--- src/phy_ctl_defs.svh ---
`ifndef PHY_CTL_DEFS_SVH
`define PHY_CTL_DEFS_SVH
// register byte offsets
`define OFF_GLOBAL_RST   8'h00
`define OFF_LOADER_CMD   8'h04
`define OFF_BASIC_CTL    8'h08
`define OFF_BASIC_STAT   8'h0C
`define OFF_TDR_CS       8'h10
`define OFF_MDIX         8'h14
// field positions
`define B_DIG_RST        0
`define B_XCVR_RST       1
`define B_LD_GO          31
`define F_LD_CMD         30:28
`define LD_CMD_RELOAD    3'h7
`define B_SRST           15
`define B_SPEED100       13
`define B_AN_EN          12
`define B_PDOWN          11
`define B_FDX            8
`define B_LINK_ST        2
`define B_TDR_EN         15
`define B_TDR_DONE       8
`define F_TDR_LEN        7:0
`define B_AUTOX_EN       15
`define B_XSTATE         13
// hardwired transceiver defaults (no strap)
`define CTL_HW_DEFAULT   5'h0C
`define MDIX_HW_DEFAULT  2'h2
// timing
`define MCLK_KHZ         40000
`define SETTLE_MS        330
`define SETTLE_CYC       (`SETTLE_MS * `MCLK_KHZ)
`define XRST_US          102
`define XRST_CYC         (`XRST_US * `MCLK_KHZ / 1000)
`define LOADER_CYC       4'h8
`define TDR_MAX_CYC      8'hFF
`endif

--- src/phy_ctl_pkg.sv ---
package phy_ctl_pkg;
  typedef enum logic [1:0] {L_DOWN, L_SETTLE, L_READY, L_UP} link_st_t;
  typedef enum logic [1:0] {T_IDLE, T_PULSE, T_WAIT} tdr_st_t;
  typedef struct packed {
    logic srst;
    logic speed100;
    logic an_en;
    logic pdown;
    logic fdx;
  } ctl_t;
  typedef struct packed {
    logic autox_en;
    logic xstate;
  } mdix_t;
endpackage : phy_ctl_pkg

--- src/phy_reset_link_monitor_tdr.sv ---
`timescale 1ns/10ps
`default_nettype none
`include "phy_ctl_defs.svh"

// What this block does
// RULE1 - strap values load after chip reset release and on loader runs, never on other resets
// RULE2 - digital reset bit runs loader: straps reloaded, registers defaulted, no xcvr reset
// RULE3 - loader reload command acts exactly like the digital reset bit
// RULE4 - global xcvr reset bit self-clears after about 102 us, no strap reload
// RULE5 - basic control soft reset resets xcvr, reads 0 when done, no strap reload
// RULE6 - leaving power-down internally generates a transceiver reset
// RULE7 - power-down entry or exit keeps register contents and straps untouched
// RULE8 - software reconfigures registers after the non-reloading resets
// RULE9 - 100 Mbps link result muxed with 10 Mbps result onto status bit and LED
// RULE10 - signal valid moves monitor to Link-Ready, waiting for auto-negotiation go-ahead
// RULE11 - go-ahead in Link-Ready enters Link-Up and enables transmit and receive
// RULE12 - with auto-negotiation off, monitor goes straight to Link-Up
// RULE13 - at least 330 ms of signal valid before Link-Ready
// RULE14 - loss of signal valid drops link at once into Link-Down
// RULE15 - in 10BASE-T the link status comes from the 10BASE-T receiver
// RULE16 - cable diagnostics are not used in fibre mode
// RULE17 - software disables crossover and auto-negotiation, forces 100 full before test
// RULE18 - those prerequisites precede setting the reflectometry enable bit
// RULE19 - with auto crossover off, crossover state picks transmit or receive pair
// RULE20 - pulse-to-reflection time is reported in the channel length field
// RULE21 - a running reflectometry test drops the active link
// RULE22 - software may restore settings afterwards and should test each pair
// RULE23 - enable bit self-clears and done sets when channel length is valid
module phy_reset_link_monitor_tdr
  import phy_ctl_pkg::*;
#(
  parameter int unsigned SETTLE_CYC = `SETTLE_CYC
) (
  input  wire logic        MCLK_I,
  input  wire logic        RST_N_I,
  input  wire logic        WB_CYC_I,
  input  wire logic        WB_STB_I,
  input  wire logic        WB_WE_I,
  input  wire logic [7:0]  WB_ADR_I,
  input  wire logic [3:0]  WB_SEL_I,
  input  wire logic [31:0] WB_DAT_I,
  output logic      [31:0] WB_DAT_O,
  output logic             WB_ACK_O,
  input  wire logic        SIG_VALID_I,
  input  wire logic        LINK10_I,
  input  wire logic        AN_GO_I,
  input  wire logic        TDR_ECHO_I,
  input  wire logic [2:0]  STRAP_I,
  output logic             LINK_LED_O,
  output logic             TRX_ACTIVE_O,
  output logic             XCVR_RST_O,
  output logic             TDR_PULSE_O,
  output logic             TDR_PAIR_O
);

  function automatic logic hit(input logic [7:0] adr, input logic [7:0] off);
    hit = (adr[7:2] == off[7:2]);
  endfunction : hit

  logic [5:0]  sync1_q, sync2_q;
  logic        ack_q, ack_d;
  logic [31:0] dat_q, dat_d;
  ctl_t        ctl_q, ctl_d;
  mdix_t       mdix_q, mdix_d;
  logic        dig_rst_q, dig_rst_d, xrst_bit_q, xrst_bit_d;
  logic [3:0]  ld_cnt_q, ld_cnt_d;
  logic [12:0] xr_cnt_q, xr_cnt_d;
  logic        xr_keep_q, xr_keep_d, xrst_out_q, xrst_out_d;
  logic        tdr_en_q, tdr_en_d, tdr_done_q, tdr_done_d;
  logic [7:0]  tdr_len_q, tdr_len_d, tdr_cnt_q, tdr_cnt_d;
  tdr_st_t     tdr_st_q, tdr_st_d;
  logic        pulse_q, pulse_d, pair_q, pair_d;
  link_st_t    lst_q, lst_d;
  logic [31:0] set_cnt_q, set_cnt_d;
  logic        link_st_q, link_st_d, up_q, up_d;
  logic        req, wr, sv, l10, echo;
  logic [2:0]  strap;

  // pin synchronisers: first stage read only by second
  always_ff @(posedge MCLK_I or negedge RST_N_I) begin
    if (!RST_N_I) begin
      sync1_q <= 6'h00;
      sync2_q <= 6'h00;
    end else begin
      sync1_q <= {STRAP_I, TDR_ECHO_I, LINK10_I, SIG_VALID_I};
      sync2_q <= sync1_q;
    end
  end

  assign sv    = sync2_q[0];
  assign l10   = sync2_q[1];
  assign echo  = sync2_q[2];
  assign strap = sync2_q[5:3];
  assign req   = WB_CYC_I & WB_STB_I & ~ack_q;
  assign wr    = req & WB_WE_I;

  // bus, registers, resets, loader and reflectometry sequencer
  always_comb begin
    ack_d      = req;
    dat_d      = dat_q;
    ctl_d      = ctl_q;
    mdix_d     = mdix_q;
    dig_rst_d  = dig_rst_q;
    xrst_bit_d = xrst_bit_q;
    ld_cnt_d   = ld_cnt_q;
    xr_cnt_d   = xr_cnt_q;
    xr_keep_d  = xr_keep_q;
    tdr_en_d   = tdr_en_q;
    tdr_done_d = tdr_done_q;
    tdr_len_d  = tdr_len_q;
    tdr_cnt_d  = tdr_cnt_q;
    tdr_st_d   = tdr_st_q;
    pulse_d    = 1'b0;
    pair_d     = mdix_q.autox_en ? 1'b0 : mdix_q.xstate; // see RULE19
    // register reads
    if (req && !WB_WE_I) begin
      dat_d = 32'h0000_0000;
      if (hit(WB_ADR_I, `OFF_GLOBAL_RST)) begin
        dat_d[`B_DIG_RST]  = dig_rst_q;
        dat_d[`B_XCVR_RST] = xrst_bit_q;
      end
      if (hit(WB_ADR_I, `OFF_LOADER_CMD)) dat_d[`B_LD_GO] = (ld_cnt_q != 4'h0);
      if (hit(WB_ADR_I, `OFF_BASIC_CTL)) begin
        dat_d[`B_SRST]     = ctl_q.srst; // see RULE5
        dat_d[`B_SPEED100] = ctl_q.speed100;
        dat_d[`B_AN_EN]    = ctl_q.an_en;
        dat_d[`B_PDOWN]    = ctl_q.pdown;
        dat_d[`B_FDX]      = ctl_q.fdx;
      end
      if (hit(WB_ADR_I, `OFF_BASIC_STAT)) dat_d[`B_LINK_ST] = link_st_q; // see RULE9
      if (hit(WB_ADR_I, `OFF_TDR_CS)) begin
        dat_d[`B_TDR_EN]   = tdr_en_q;
        dat_d[`B_TDR_DONE] = tdr_done_q;
        dat_d[`F_TDR_LEN]  = tdr_len_q; // see RULE20
      end
      if (hit(WB_ADR_I, `OFF_MDIX)) begin
        dat_d[`B_AUTOX_EN] = mdix_q.autox_en;
        dat_d[`B_XSTATE]   = mdix_q.xstate;
      end
    end
    // register writes, lanes gated by select
    if (wr && hit(WB_ADR_I, `OFF_GLOBAL_RST) && WB_SEL_I[0]) begin
      if (WB_DAT_I[`B_DIG_RST] && ld_cnt_q == 4'h0) begin
        dig_rst_d = 1'b1;
        ld_cnt_d  = `LOADER_CYC; // see RULE2
      end
      if (WB_DAT_I[`B_XCVR_RST]) begin
        xrst_bit_d = 1'b1;
        xr_cnt_d   = 13'(`XRST_CYC); // see RULE4
        xr_keep_d  = 1'b0;
      end
    end
    if (wr && hit(WB_ADR_I, `OFF_LOADER_CMD) && WB_SEL_I[3] && WB_DAT_I[`B_LD_GO]
        && WB_DAT_I[`F_LD_CMD] == `LD_CMD_RELOAD && ld_cnt_q == 4'h0)
      ld_cnt_d = `LOADER_CYC; // see RULE3
    if (wr && hit(WB_ADR_I, `OFF_BASIC_CTL) && WB_SEL_I[1]) begin
      ctl_d.speed100 = WB_DAT_I[`B_SPEED100];
      ctl_d.an_en    = WB_DAT_I[`B_AN_EN];
      ctl_d.pdown    = WB_DAT_I[`B_PDOWN];
      ctl_d.fdx      = WB_DAT_I[`B_FDX];
      if (WB_DAT_I[`B_SRST]) begin
        ctl_d.srst = 1'b1;
        xr_cnt_d   = 13'(`XRST_CYC); // see RULE5
        xr_keep_d  = 1'b0;
      end
    end
    if (wr && hit(WB_ADR_I, `OFF_MDIX) && WB_SEL_I[1]) begin
      mdix_d.autox_en = WB_DAT_I[`B_AUTOX_EN];
      mdix_d.xstate   = WB_DAT_I[`B_XSTATE];
    end
    if (wr && hit(WB_ADR_I, `OFF_TDR_CS) && WB_SEL_I[1] && WB_DAT_I[`B_TDR_EN]
        && tdr_st_q == T_IDLE) begin
      tdr_en_d   = 1'b1; // see RULE18
      tdr_done_d = 1'b0;
    end
    // power-down exit: pulse only, registers kept
    if (ctl_q.pdown && !ctl_d.pdown && xr_cnt_d == 13'h0000) begin
      xr_cnt_d  = 13'(`XRST_CYC); // see RULE6
      xr_keep_d = 1'b1; // see RULE7
    end
    // transceiver reset timer; non-power-down resets default registers at the end
    if (xr_cnt_q != 13'h0000) begin
      xr_cnt_d = xr_cnt_q - 13'h0001;
      if (xr_cnt_q == 13'h0001) begin
        xrst_bit_d = 1'b0; // see RULE4
        if (!xr_keep_q) begin
          ctl_d  = `CTL_HW_DEFAULT; // see RULE8
          mdix_d = `MDIX_HW_DEFAULT;
        end
      end
    end
    // reflectometry sequencer
    unique case (tdr_st_q)
      T_IDLE: begin
        if (tdr_en_q) begin
          tdr_st_d  = T_PULSE;
          tdr_cnt_d = 8'h00;
          pulse_d   = 1'b1;
        end
      end
      T_PULSE: tdr_st_d = T_WAIT;
      T_WAIT: begin
        tdr_cnt_d = tdr_cnt_q + 8'h01;
        if (echo || tdr_cnt_q == `TDR_MAX_CYC) begin
          tdr_len_d  = tdr_cnt_q; // see RULE20
          tdr_en_d   = 1'b0; // see RULE23
          tdr_done_d = 1'b1;
          tdr_st_d   = T_IDLE;
        end
      end
      default: tdr_st_d = T_IDLE;
    endcase
    // loader: straps in, all registers but the transceiver reset bit to defaults, transceiver not reset
    if (ld_cnt_q != 4'h0) begin
      ld_cnt_d = ld_cnt_q - 4'h1;
      if (ld_cnt_q == 4'h1) begin
        ctl_d           = `CTL_HW_DEFAULT;
        ctl_d.an_en     = strap[0]; // see RULE1
        ctl_d.speed100  = strap[1];
        mdix_d          = `MDIX_HW_DEFAULT;
        mdix_d.autox_en = strap[2];
        dig_rst_d       = 1'b0; // see RULE2
        tdr_en_d        = 1'b0;
        tdr_done_d      = 1'b0;
        tdr_len_d       = 8'h00;
        tdr_st_d        = T_IDLE;
      end
    end
    xrst_out_d = (xr_cnt_d != 13'h0000);
  end

  // register stage; reset starts the loader so straps load after release
  always_ff @(posedge MCLK_I or negedge RST_N_I) begin
    if (!RST_N_I) begin
      ack_q      <= 1'b0;
      dat_q      <= 32'h0000_0000;
      ctl_q      <= `CTL_HW_DEFAULT;
      mdix_q     <= `MDIX_HW_DEFAULT;
      dig_rst_q  <= 1'b0;
      xrst_bit_q <= 1'b0;
      ld_cnt_q   <= `LOADER_CYC;
      xr_cnt_q   <= 13'h0000;
      xr_keep_q  <= 1'b0;
      xrst_out_q <= 1'b0;
      tdr_en_q   <= 1'b0;
      tdr_done_q <= 1'b0;
      tdr_len_q  <= 8'h00;
      tdr_cnt_q  <= 8'h00;
      tdr_st_q   <= T_IDLE;
      pulse_q    <= 1'b0;
      pair_q     <= 1'b0;
    end else begin
      ack_q      <= ack_d;
      dat_q      <= dat_d;
      ctl_q      <= ctl_d;
      mdix_q     <= mdix_d;
      dig_rst_q  <= dig_rst_d;
      xrst_bit_q <= xrst_bit_d;
      ld_cnt_q   <= ld_cnt_d;
      xr_cnt_q   <= xr_cnt_d;
      xr_keep_q  <= xr_keep_d;
      xrst_out_q <= xrst_out_d;
      tdr_en_q   <= tdr_en_d;
      tdr_done_q <= tdr_done_d;
      tdr_len_q  <= tdr_len_d;
      tdr_cnt_q  <= tdr_cnt_d;
      tdr_st_q   <= tdr_st_d;
      pulse_q    <= pulse_d;
      pair_q     <= pair_d;
    end
  end

  // link monitor next state
  always_comb begin
    lst_d     = lst_q;
    set_cnt_d = set_cnt_q;
    unique case (lst_q)
      L_DOWN: begin
        set_cnt_d = 32'h0000_0000;
        if (sv) lst_d = L_SETTLE;
      end
      L_SETTLE: begin
        set_cnt_d = set_cnt_q + 32'h0000_0001;
        if (set_cnt_q >= SETTLE_CYC - 1) // see RULE13
          lst_d = ctl_q.an_en ? L_READY : L_UP; // see RULE10 RULE12
      end
      L_READY: if (AN_GO_I) lst_d = L_UP; // see RULE11
      L_UP: lst_d = L_UP;
    endcase
    if (!sv || xrst_out_q || ctl_q.pdown || tdr_st_q != T_IDLE)
      lst_d = L_DOWN; // see RULE14 RULE21
    up_d      = (lst_d == L_UP);
    link_st_d = ctl_q.speed100 ? up_d : l10; // see RULE9 RULE15
  end

  // link monitor registers
  always_ff @(posedge MCLK_I or negedge RST_N_I) begin
    if (!RST_N_I) begin
      lst_q     <= L_DOWN;
      set_cnt_q <= 32'h0000_0000;
      up_q      <= 1'b0;
      link_st_q <= 1'b0;
    end else begin
      lst_q     <= lst_d;
      set_cnt_q <= set_cnt_d;
      up_q      <= up_d;
      link_st_q <= link_st_d;
    end
  end

  assign WB_ACK_O     = ack_q;
  assign WB_DAT_O     = dat_q;
  assign LINK_LED_O   = link_st_q;
  assign TRX_ACTIVE_O = up_q;
  assign XCVR_RST_O   = xrst_out_q;
  assign TDR_PULSE_O  = pulse_q;
  assign TDR_PAIR_O   = pair_q;
endmodule : phy_reset_link_monitor_tdr
`default_nettype wire

--- config.mk ---
export PLATFORM = sky130hd
export DESIGN_NAME = phy_reset_link_monitor_tdr
export DESIGN_NICKNAME = d
export VERILOG_FILES = /design/src/phy_ctl_pkg.sv /design/src/phy_reset_link_monitor_tdr.sv
export VERILOG_INCLUDE_DIRS = /design/src
export SDC_FILE = /design/constraint.sdc
export NUM_CORES = 1
export LEC_CHECK = 0
export ABC_CLOCK_PERIOD_IN_PS = 2600
export BUFFER_PORTS_ARGS = -buffer_cell sky130_fd_sc_hd__buf_2
export CAP_MARGIN = 20
export CORE_MARGIN = 5
export CORE_UTILIZATION = 50
export DETAILED_ROUTE_END_ITERATION = 10
export PLACE_DENSITY = 0.75
export SETUP_SLACK_MARGIN = 0.02
export SLEW_MARGIN = 15
export SYNTH_ARGS = -nofsm -noshare
export SYNTH_HDL_FRONTEND = slang
export SYNTH_SLANG_ARGS = --single-unit
--- constraint.sdc ---
create_clock -name MCLK_I -period 2.6 [get_ports MCLK_I]
set_clock_uncertainty 0.2 [all_clocks]
set_input_delay 0.52 -clock MCLK_I [delete_from_list [all_inputs] [get_ports MCLK_I]]
set_output_delay 0.52 -clock MCLK_I [all_outputs]
set_load 0.01 [all_outputs]
==> metrics.txt, run 1 <==
Setup crit end kind=flop; first-iteration detailed-routing DRC count=298; Distinct cells, synth=64; number of synthesized flops with an enable pin=0; Setup TNS=0 ns; Power per Cell Area=683 nW/um^2; Finish-stage setup viols=0; gr usage total=19.9%; Slowest cell on crit path=or3b_4; Post-synth top flop=dfrtp_1; final net count=695; post-synth top area cell=dfrtp_1; crit-path cells=inv_1 -> ha_1 -> or3b_4 -> nor4_4 -> nor2_1 -> a31o_1 -> and4b_1 -> o2111ai_1; data arrival time of the worst path=2.62 ns; sequential-to-total area share from yosys stat=52.0%; Ys Warns=0; GP Congestion=0.857; Core ar.=10,700 um^2; CP startpoint kind=flop; class of the worst hold path=input pin to flop; Non-Filler Instances=788; RSZ-0062 raised after global routing=no; Multi-input gate area=2410 um^2; Worst EP required=2.78 ns; post-synth top area share=50.1%; Chip Height=114 um; worst hold slack=0.0630 ns; DR pass1 iterations=5; post-route setup slack=0.156 ns; Yosys reg bits=113; ys async rst share=100%; Final ANT Viol Nets=0; layout cell share with drive strength beyond 1=19.0%; H-tree Lvls=4; post-synthesis cell area=5440 um^2; # IOs=94; Die Wd=114 um; row cnt=38; Achievable Freq=0.409 GHz; Worst-path clk slew=0.06 ns; Skew-Pair Late Insertion Delay=0.52 ns; Ant. Diodes=0; Lkg Pwr=2.92 nW; post-CTS setup buffer count=0; Initial Util=50.7%; fill count=855; CP delay by family, top=simple AND/OR/NAND/NOR gates; Slew @ Worst Pin=0.544 ns; worst vdd ir=0.434 mV; vias in the first global route=4,277; final max-slew violation count=0; maxcap violations=0; detailed placement HPWL=8400 um; r2r setup slk=0.16 ns; die area=13,100 um^2; clock buffer count from CTS=17; largest net degree at the start of global routing=56; first-pass GRT wire length=20,700 um; Clk Tree Root Cell=clkbuf_8; Final min period=2.44 ns; antenna violations before repair=0; CTS tree=built; Worst Path Max Fanout=6; final wirelength=12,300 um; CTS max path bufs=2; Vias/cell=5.58; Synth area leaders=dfrtp_1 (50%), nand2_1 (4.8%), nor2_1 (4.8%); Congestion Overflow GR=0; placed cells=749; clk sinks=113; status=completed; synthesized instance count=562; period utilisation layout=94.0%; Slew headroom=63.7%; max incr delay on CP=0.44 ns; worst slack, placed=0.175 ns; CP bufs+invs=1; via count=4,400; Mean Syn Cell Area=9.68 um^2; Setup CP Type=flop to flop; Port Buffer Count=51; Sequential cell area=2830 um^2; final hold viol count=0; DRC errors left=0; Area growth syn-to-layout=20.0%; routed length per instance=15.6 um
-- stage by stage --
step                      area, um^2  utilization, %  total power, mW
after floorplan                 5510               -             2.05
after global placement          5860            54.5             2.15
after detailed placement        5860            54.5             2.15
after CTS                       6530            60.7             4.49
after global routing            6530            60.8             4.62
final                           6530            60.8             4.46
-- worst min-delay path: cells and delay by family --
family	cells	cell delay, ns
AOI/OAI and AO/OA	1	0.05
buffers and inverters	1	0.11
and+or+nand+nor	1	0.06
-- cell usage after synthesis, types with 2 or more instances --
| cell type | n |
|---|---|
| nor2b_1 | 9 |
| and3_1 | 10 |
| mux2_2 | 5 |
| o22ai_1 | 2 |
| nor4_1 | 9 |
| dfrtp_1 | 109 |
| a21boi_0 | 2 |
| nor2_1 | 69 |
| a31oi_1 | 5 |
| or2_2 | 2 |
| and3b_1 | 2 |
| nand4_1 | 13 |
| ha_1 | 4 |
| inv_1 | 16 |
| o211ai_1 | 5 |
| nand4b_1 | 2 |
| nand2_1 | 70 |
| o21bai_1 | 2 |
| or3_1 | 7 |
| nor3_1 | 19 |
| nand3b_1 | 4 |
| a211oi_1 | 2 |
| o21ai_0 | 24 |
| a21oi_1 | 22 |
| and2_1 | 2 |
| buf_4 | 19 |
| xnor2_1 | 19 |
| xor2_1 | 9 |
| o31ai_1 | 5 |
| or4_1 | 3 |
| dfstp_2 | 4 |
| a21o_1 | 4 |
| mux2i_1 | 10 |
| clkbuf_1 | 16 |
| a32oi_1 | 4 |
| nand2b_1 | 4 |
| a22o_1 | 5 |
| nand3_1 | 18 |
-- power breakdown --
group / switching, mW / internal, mW / total (mW)
combinational: 0.134 / 0.0954 / 0.229
sequential: 0.0611 / 1.84 / 1.90
clock: 0.861 / 1.47 / 2.33
-- final timing paths --
kind	from	endpoint	cells after the start
min in group asynchronous	RST_N_I	WB_DAT_O[31]$_DFFE_PN0P_	2
max in group asynchronous	RST_N_I	tdr_cnt_q[1]$_DFFE_PN0P_	3
min reg2reg	sync1_q[3]$_DFF_PN0_	sync2_q[3]$_DFF_PN0_	0
max	xr_cnt_q[1]$_DFF_PN0_	XCVR_RST_O$_DFF_PN0_	8
max reg2reg	xr_cnt_q[1]$_DFF_PN0_	XCVR_RST_O$_DFF_PN0_	8
min	WB_DAT_I[8]	ctl_q[0]$_DFF_PN0_	3
-- cell type report --
class                           count  share of cell area, %
Multi-Input combinational cell    413                   36.8
Timing Repair Buffer               74                   7.05
Clock buffer                       17                   6.34
Inverter                           16                  0.919
Clock inverter                     15                   2.82
Tap cell                          140                   2.68
Sequential cell                   113                   43.4
-- flip-flops by register name, indices dropped and copies added, names as in the netlist, 2 cells and up --
name,count
tdr_st_q,2
tdr_len_q,8
sync1_q,6
mdix_q,2
WB_DAT_O,14
xr_cnt_q,13
sync2_q,6
ld_cnt_q,4
ctl_q,5
lst_q,2
tdr_cnt_q,8
set_cnt_q,32
-- metal layers --
| layer | vias up | part of all wire [%] | global-route usage [%] |
|---|---|---|---|
| li1 | 2081 | - | - |
| met1 | 2149 | 43 | 26.2 |
| met2 | 154 | 49 | 32.6 |
| met3 | 16 | 6.3 | 4.76 |
| met4 | 0 | 1.5 | 6.57 |
| met5 | - | 0 | 0 |
-- layout by cell type, fill, tap and decap left out, types with 5 or more instances in the layout --
| cell | count |
|---|---|
| nand2_1 | 70 |
| nor3_1 | 19 |
| o211ai_1 | 5 |
| inv_1 | 16 |
| mux2i_1 | 10 |
| dlygate4sd3_1 | 7 |
| clkinv_4 | 6 |
| xor2_1 | 9 |
| buf_4 | 16 |
| mux2_2 | 5 |
| conb_1 | 18 |
| clkbuf_16 | 16 |
| a21oi_1 | 21 |
| o31ai_1 | 5 |
| buf_2 | 50 |
| a22o_1 | 5 |
| nand4_1 | 13 |
| xnor2_1 | 19 |
| a31oi_1 | 5 |
| o21ai_0 | 24 |
| and3_1 | 10 |
| or3_1 | 7 |
| nor2b_1 | 9 |
| nor4_1 | 9 |
| dfrtp_1 | 109 |
| nand3_1 | 18 |
| nor2_1 | 69 |
-- kinds of logic (layout without fill, tap and decap cells) --
family	count (synthesis)	in the layout	synth area share [%]
AO/OA/AOI/OAI	93	93	11.0
other	1	18	0.0689
flip-flops	113	113	52.0
buffers and inverters	53	122	5.13
adder cells (fa/ha/maj)	4	4	0.920
multiplexers	15	15	2.87
XOR/XNOR	28	28	4.51
AND/OR/NAND/NOR	255	255	23.4
-- repair_timing --
item                                    in CTS  in global routing
endpoints found under the setup margin       0                  1
resized for setup                            0                  2
hold endpoints to repair                    34                  0
hold buffers                                 7                  0
Power figures use the tool's default switching activity.
==> inputs of run 2 (changes only) <==
CORE_MARGIN = 1.5   (was 5)
==> metrics.txt, run 2 (synthesis gave the netlist of run 1 again) <==
status=completed; first-pass GRT wire length=20,800 um; largest net degree at the start of global routing=114; Congestion Overflow GR=0; antenna violations before repair=0; commonest non-fill, non-tap cell in the layout=dfrtp_1; dpl cell area=5860 um^2; Hold Startpoint=WB_DAT_I[8]; layout cell share with drive strength beyond 1=19.4%; CP dominant cell by count=or4_1; maxcap violations=0; Chip Height=107 um; DR pass1 iterations=4; Vias/cell=5.53; Worst Path Max Fanout=9; CTS max path bufs=2; final wirelength=12,100 um; Slew @ Worst Pin=0.592 ns; clk sinks=113; Lkg Pwr=2.91 nW; Non-Filler Instances=784; Final ANT Viol Nets=0; Slowest cell on crit path=or4_1; Finish-stage setup viols=0; Setup crit end kind=flop; first-iteration detailed-routing DRC count=189; H-tree Lvls=4; Ant. Diodes=0; detailed placement HPWL=8500 um; post-CTS setup buffer count=0; cell area after layout=6530 um^2; Worst-path clk slew=0.05 ns; vias in the first global route=4,459; CTS tree=built; max incr delay on CP=0.62 ns; largest register by flop count=set_cnt_q; Setup TNS=0 ns; Die Wd=107 um; DRC errors left=0; Core ar.=10,500 um^2; fill count=870; post-route setup slack=0.154 ns; number of flip-flops in the largest register=32; data arrival time of the worst path=2.63 ns; die area=11,500 um^2; routed length per instance=15.5 um; worst slack, placed=0.0945 ns; # IOs=94; Clk Tree Root Cell=clkbuf_8; worst vdd ir=0.553 mV; RSZ-0062 raised after global routing=no; GP Congestion=0.901; Port Buffer Count=51; Power per Cell Area=670 nW/um^2; reg-to-reg startpoint=xr_cnt_q[0]$_DFF_PN0_; Initial Util=52.0%; Skew-Pair Late Insertion Delay=0.52 ns; Achievable Freq=0.409 GHz; final max-slew violation count=0; Final min period=2.45 ns; via count=4,335; CP startpoint=xr_cnt_q[0]$_DFF_PN0_; Power Total=4.37 mW; commonest cells after routing, fill and taps aside=dfrtp_1 (108), nand2_1 (70), nor2_1 (68); crit-path cells=or4_1 -> or4_1 -> a21oi_1 -> and4b_1 -> o2111ai_1; placed cells=746; row cnt=37; class of the worst hold path=input pin to flop; final net count=696; final hold viol count=0; Slew headroom=60.6%; CP startpoint kind=flop; period utilisation layout=94.1%; Area growth syn-to-layout=19.9%; Setup CP Type=flop to flop; gr usage total=23.4%; clock buffer count from CTS=17; Worst EP required=2.78 ns
==> run 2: per-layer routing <==
layer	GRT usage, %	vias to the layer above	wire (um)
met1	28.5	2138	5200
met4	8.46	0	147
met5	0	-	0
met2	39.7	105	6170
met3	6.78	14	613
li1	-	2078	-
==> run 2: final timing paths <==
path	end	slack [ns]	cells after the start
min reg2reg	sync2_q[0]$_DFF_PN0_	0.15	0
max	XCVR_RST_O$_DFF_PN0_	0.15	5
max reg2reg	XCVR_RST_O$_DFF_PN0_	0.15	5
min	ctl_q[0]$_DFF_PN0_	0.06	3
max in group asynchronous	set_cnt_q[23]$_DFFE_PN0P_	1.34	3
min in group asynchronous	WB_DAT_O[31]$_DFFE_PN0P_	0.41	3
==> run 2: layout make-up <==
cell class | instances | area (um^2) | area share [%]
clock buffers | 21 | 469 | 7.19
clock inverters | 10 | 109 | 1.67
inverters | 16 | 60.1 | 0.920
multi-input cells | 413 | 2420 | 37.0
flip-flops and latches | 113 | 2830 | 43.4
well taps | 136 | 170 | 2.61
repair buffers | 75 | 468 | 7.17
==> run 2: critical path, delay by kind of cell (launching register included) <==
kind             cells  cell delay, ns
AO/OA/AOI/OAI        2            0.35
AND/OR/NAND/NOR      3            1.29
flip-flops           1            0.47
==> run 2: per-stage QoR <==
| stage | hold slack, ns | utilization (%) |
|---|---|---|
| after floorplan | 0.0244 | - |
| after global placement | 0.134 | 56.0 |
| after detailed placement | 0.135 | 56.0 |
| after CTS | 0.0454 | 62.3 |
| after global routing | 0.0516 | 62.4 |
| final | 0.0623 | 62.4 |
==> run 2: power breakdown <==
part           internal [mW]  total [mW]  leakage (nW)  switching [mW]
clock network           1.45        2.24         0.285           0.792
logic                 0.0935       0.228          1.14           0.135
registers               1.84        1.90          1.49          0.0577
total                   3.39        4.37          2.91           0.984
==> run 2: timing repair <==
item	CTS	global route
hold endpoints to repair	115	0
hold buffers	7	0
gates resized for setup	1	4
setup endpoints to repair	1	1
gates cloned	0	0
==> inputs of run 3 (changes only) <==
CORE_ASPECT_RATIO = 0.7   (was not set)
==> metrics.txt, run 3 (synthesis gave the netlist of run 1 again) <==
Setup TNS=0 ns; die area=11,500 um^2; CP startpoint kind=flop; Clk Tree Root Cell=clkbuf_16; RSZ-0062 raised after global routing=no; Area growth syn-to-layout=20.5%; Die Wd=128 um; maxcap violations=0; Final min period=2.45 ns; Multi-input gate area=2410 um^2; period utilisation layout=94.2%; P_int=3.63 mW; largest net degree at the start of global routing=51; Congestion Overflow GR=0; first-pass GRT wire length=20,000 um; final net count=696; DR pass1 iterations=5; first-iteration detailed-routing DRC count=273; reg-to-reg startpoint=xr_cnt_q[1]$_DFF_PN0_; status=completed; data arrival time of the worst path=2.51 ns; CTS max path bufs=2; Reg2Reg Depth=8; clock buffer count from CTS=17; H-tree Lvls=4; worst vdd ir=0.472 mV; combinational fraction of design power=4.8%; number of flip-flops in the largest register=32; detailed placement HPWL=8500 um; fill count=848; Flop pwr share=41.3%; Ant. Diodes=0; GP Congestion=0.866; Setup CP Type=flop to flop; row cnt=31; Switching Power=0.989 mW; final wirelength=12,200 um; class of the worst hold path=input pin to flop; commonest cells after routing, fill and taps aside=dfrtp_1 (109), nand2_1 (70), nor2_1 (69); post-route setup slack=0.152 ns; Vias/cell=5.54; via count=4,323; largest register by flop count=set_cnt_q; hold path cells=1; R2R Path End=XCVR_RST_O$_DFF_PN0_; Setup crit end kind=flop; r2r setup slk=0.15 ns; Sequential cell area=2830 um^2; Slew headroom=60.9%; Chip Height=90.3 um; # IOs=94; Worst EP required=2.66 ns; CTS tree=built; worst slack, placed=0.108 ns; switching part of the total=21.4%; Worst Path Max Fanout=6; Hold Startpoint=STRAP_I[1]; Slew @ Worst Pin=0.581 ns; Achievable Freq=0.408 GHz; power share of the clock group=53.8%; vias in the first global route=4,080; Lkg Pwr=2.95 nW; post-CTS setup buffer count=0; Final ANT Viol Nets=0; Finish-stage setup viols=0; final hold viol count=0; Initial Util=52.0%; commonest non-fill, non-tap cell in the layout=dfrtp_1; final max-slew violation count=0; Port Buffer Count=51; Skew-Pair Late Insertion Delay=0.41 ns; DRC errors left=0; worst hold path endpoint=sync1_q[4]$_DFF_PN0_; routed length per instance=15.6 um; antenna violations before repair=0; Core ar.=10,500 um^2; clk sinks=113; Worst-path clk slew=0.05 ns; cell area after layout=6560 um^2; layout cell share with drive strength beyond 1=19.9%; gr usage total=22.3%; Power per Cell Area=704 nW/um^2; dpl cell area=5890 um^2
## run 3: area by class of cell
class                   instances  share of cell area [%]
repair buffers                 75                    6.94
clock inverters                11                    2.40
clock buffers                  21                    7.32
flip-flops and latches        113                    43.2
multi-input cells             413                    36.7
well taps                     132                    2.52
inverters                      16                   0.916
## run 3: worst max-delay path by stage
stage	start	slack, ns	end	cells past startpoint
5_1_grt	xr_cnt_q[1]$_DFF_PN0_	0.05	XCVR_RST_O$_DFF_PN0_	8
3_3_place_gp	WB_ADR_I[5]	0.11	XCVR_RST_O$_DFF_PN0_	7
6_report	xr_cnt_q[1]$_DFF_PN0_	0.15	XCVR_RST_O$_DFF_PN0_	8
4_1_cts	xr_cnt_q[1]$_DFF_PN0_	0.12	XCVR_RST_O$_DFF_PN0_	8
2_1_floorplan	xr_cnt_q[0]$_DFF_PN0_	0.05	XCVR_RST_O$_DFF_PN0_	10
3_5_place_dp	WB_ADR_I[5]	0.11	XCVR_RST_O$_DFF_PN0_	7
## run 3: per-stage QoR
step           cells  power, mW  util, %  hold slack, ns
3_5_place_dp     747       2.16     56.3           0.141
4_1_cts          780       4.63     62.5         0.00198
2_1_floorplan    579       2.05        -          0.0244
6_report         781       4.62     62.6          0.0131
3_3_place_gp     747       2.15     56.3           0.135
5_1_grt          781       4.77     62.6         0.00716
## run 3: per-layer routing
| layer | GRT usage [%] | vias up | part of all wire [%] | routed length [um] |
|---|---|---|---|---|
| li1 | - | 2078 | - | - |
| met1 | 31.5 | 2116 | 48 | 5820 |
| met2 | 33.4 | 114 | 46 | 5550 |
| met3 | 4.98 | 15 | 4.9 | 596 |
| met4 | 9.27 | 0 | 1.7 | 208 |
| met5 | 0 | - | 0 | 0 |
## run 3: what timing repair did
| action | CTS | global route |
|---|---|---|
| resized for setup | 0 | 2 |
| hold buffers | 1 | 1 |
| endpoints found under the setup margin | 0 | 1 |
| hold endpoints to repair | 32 | 1 |
## run 3: worst max-delay path: stages (launching register included)
cell	delay [ns]
dfrtp_1	0.42
inv_1	0.10
ha_1	0.16
or3b_4	0.44
nor4_4	0.31
nor2_1	0.08
a31o_1	0.21
and4b_1	0.24
o2111ai_1	0.14
## run 3: power groups by stage
stage | clock, mW | combinational [mW] | sequential, mW
after floorplan | 0 | 0.134 | 1.91
after global placement | 0 | 0.215 | 1.93
after detailed placement | 0 | 0.222 | 1.93
after CTS | 2.50 | 0.225 | 1.91
after global routing | 2.60 | 0.253 | 1.91
final | 2.49 | 0.223 | 1.91
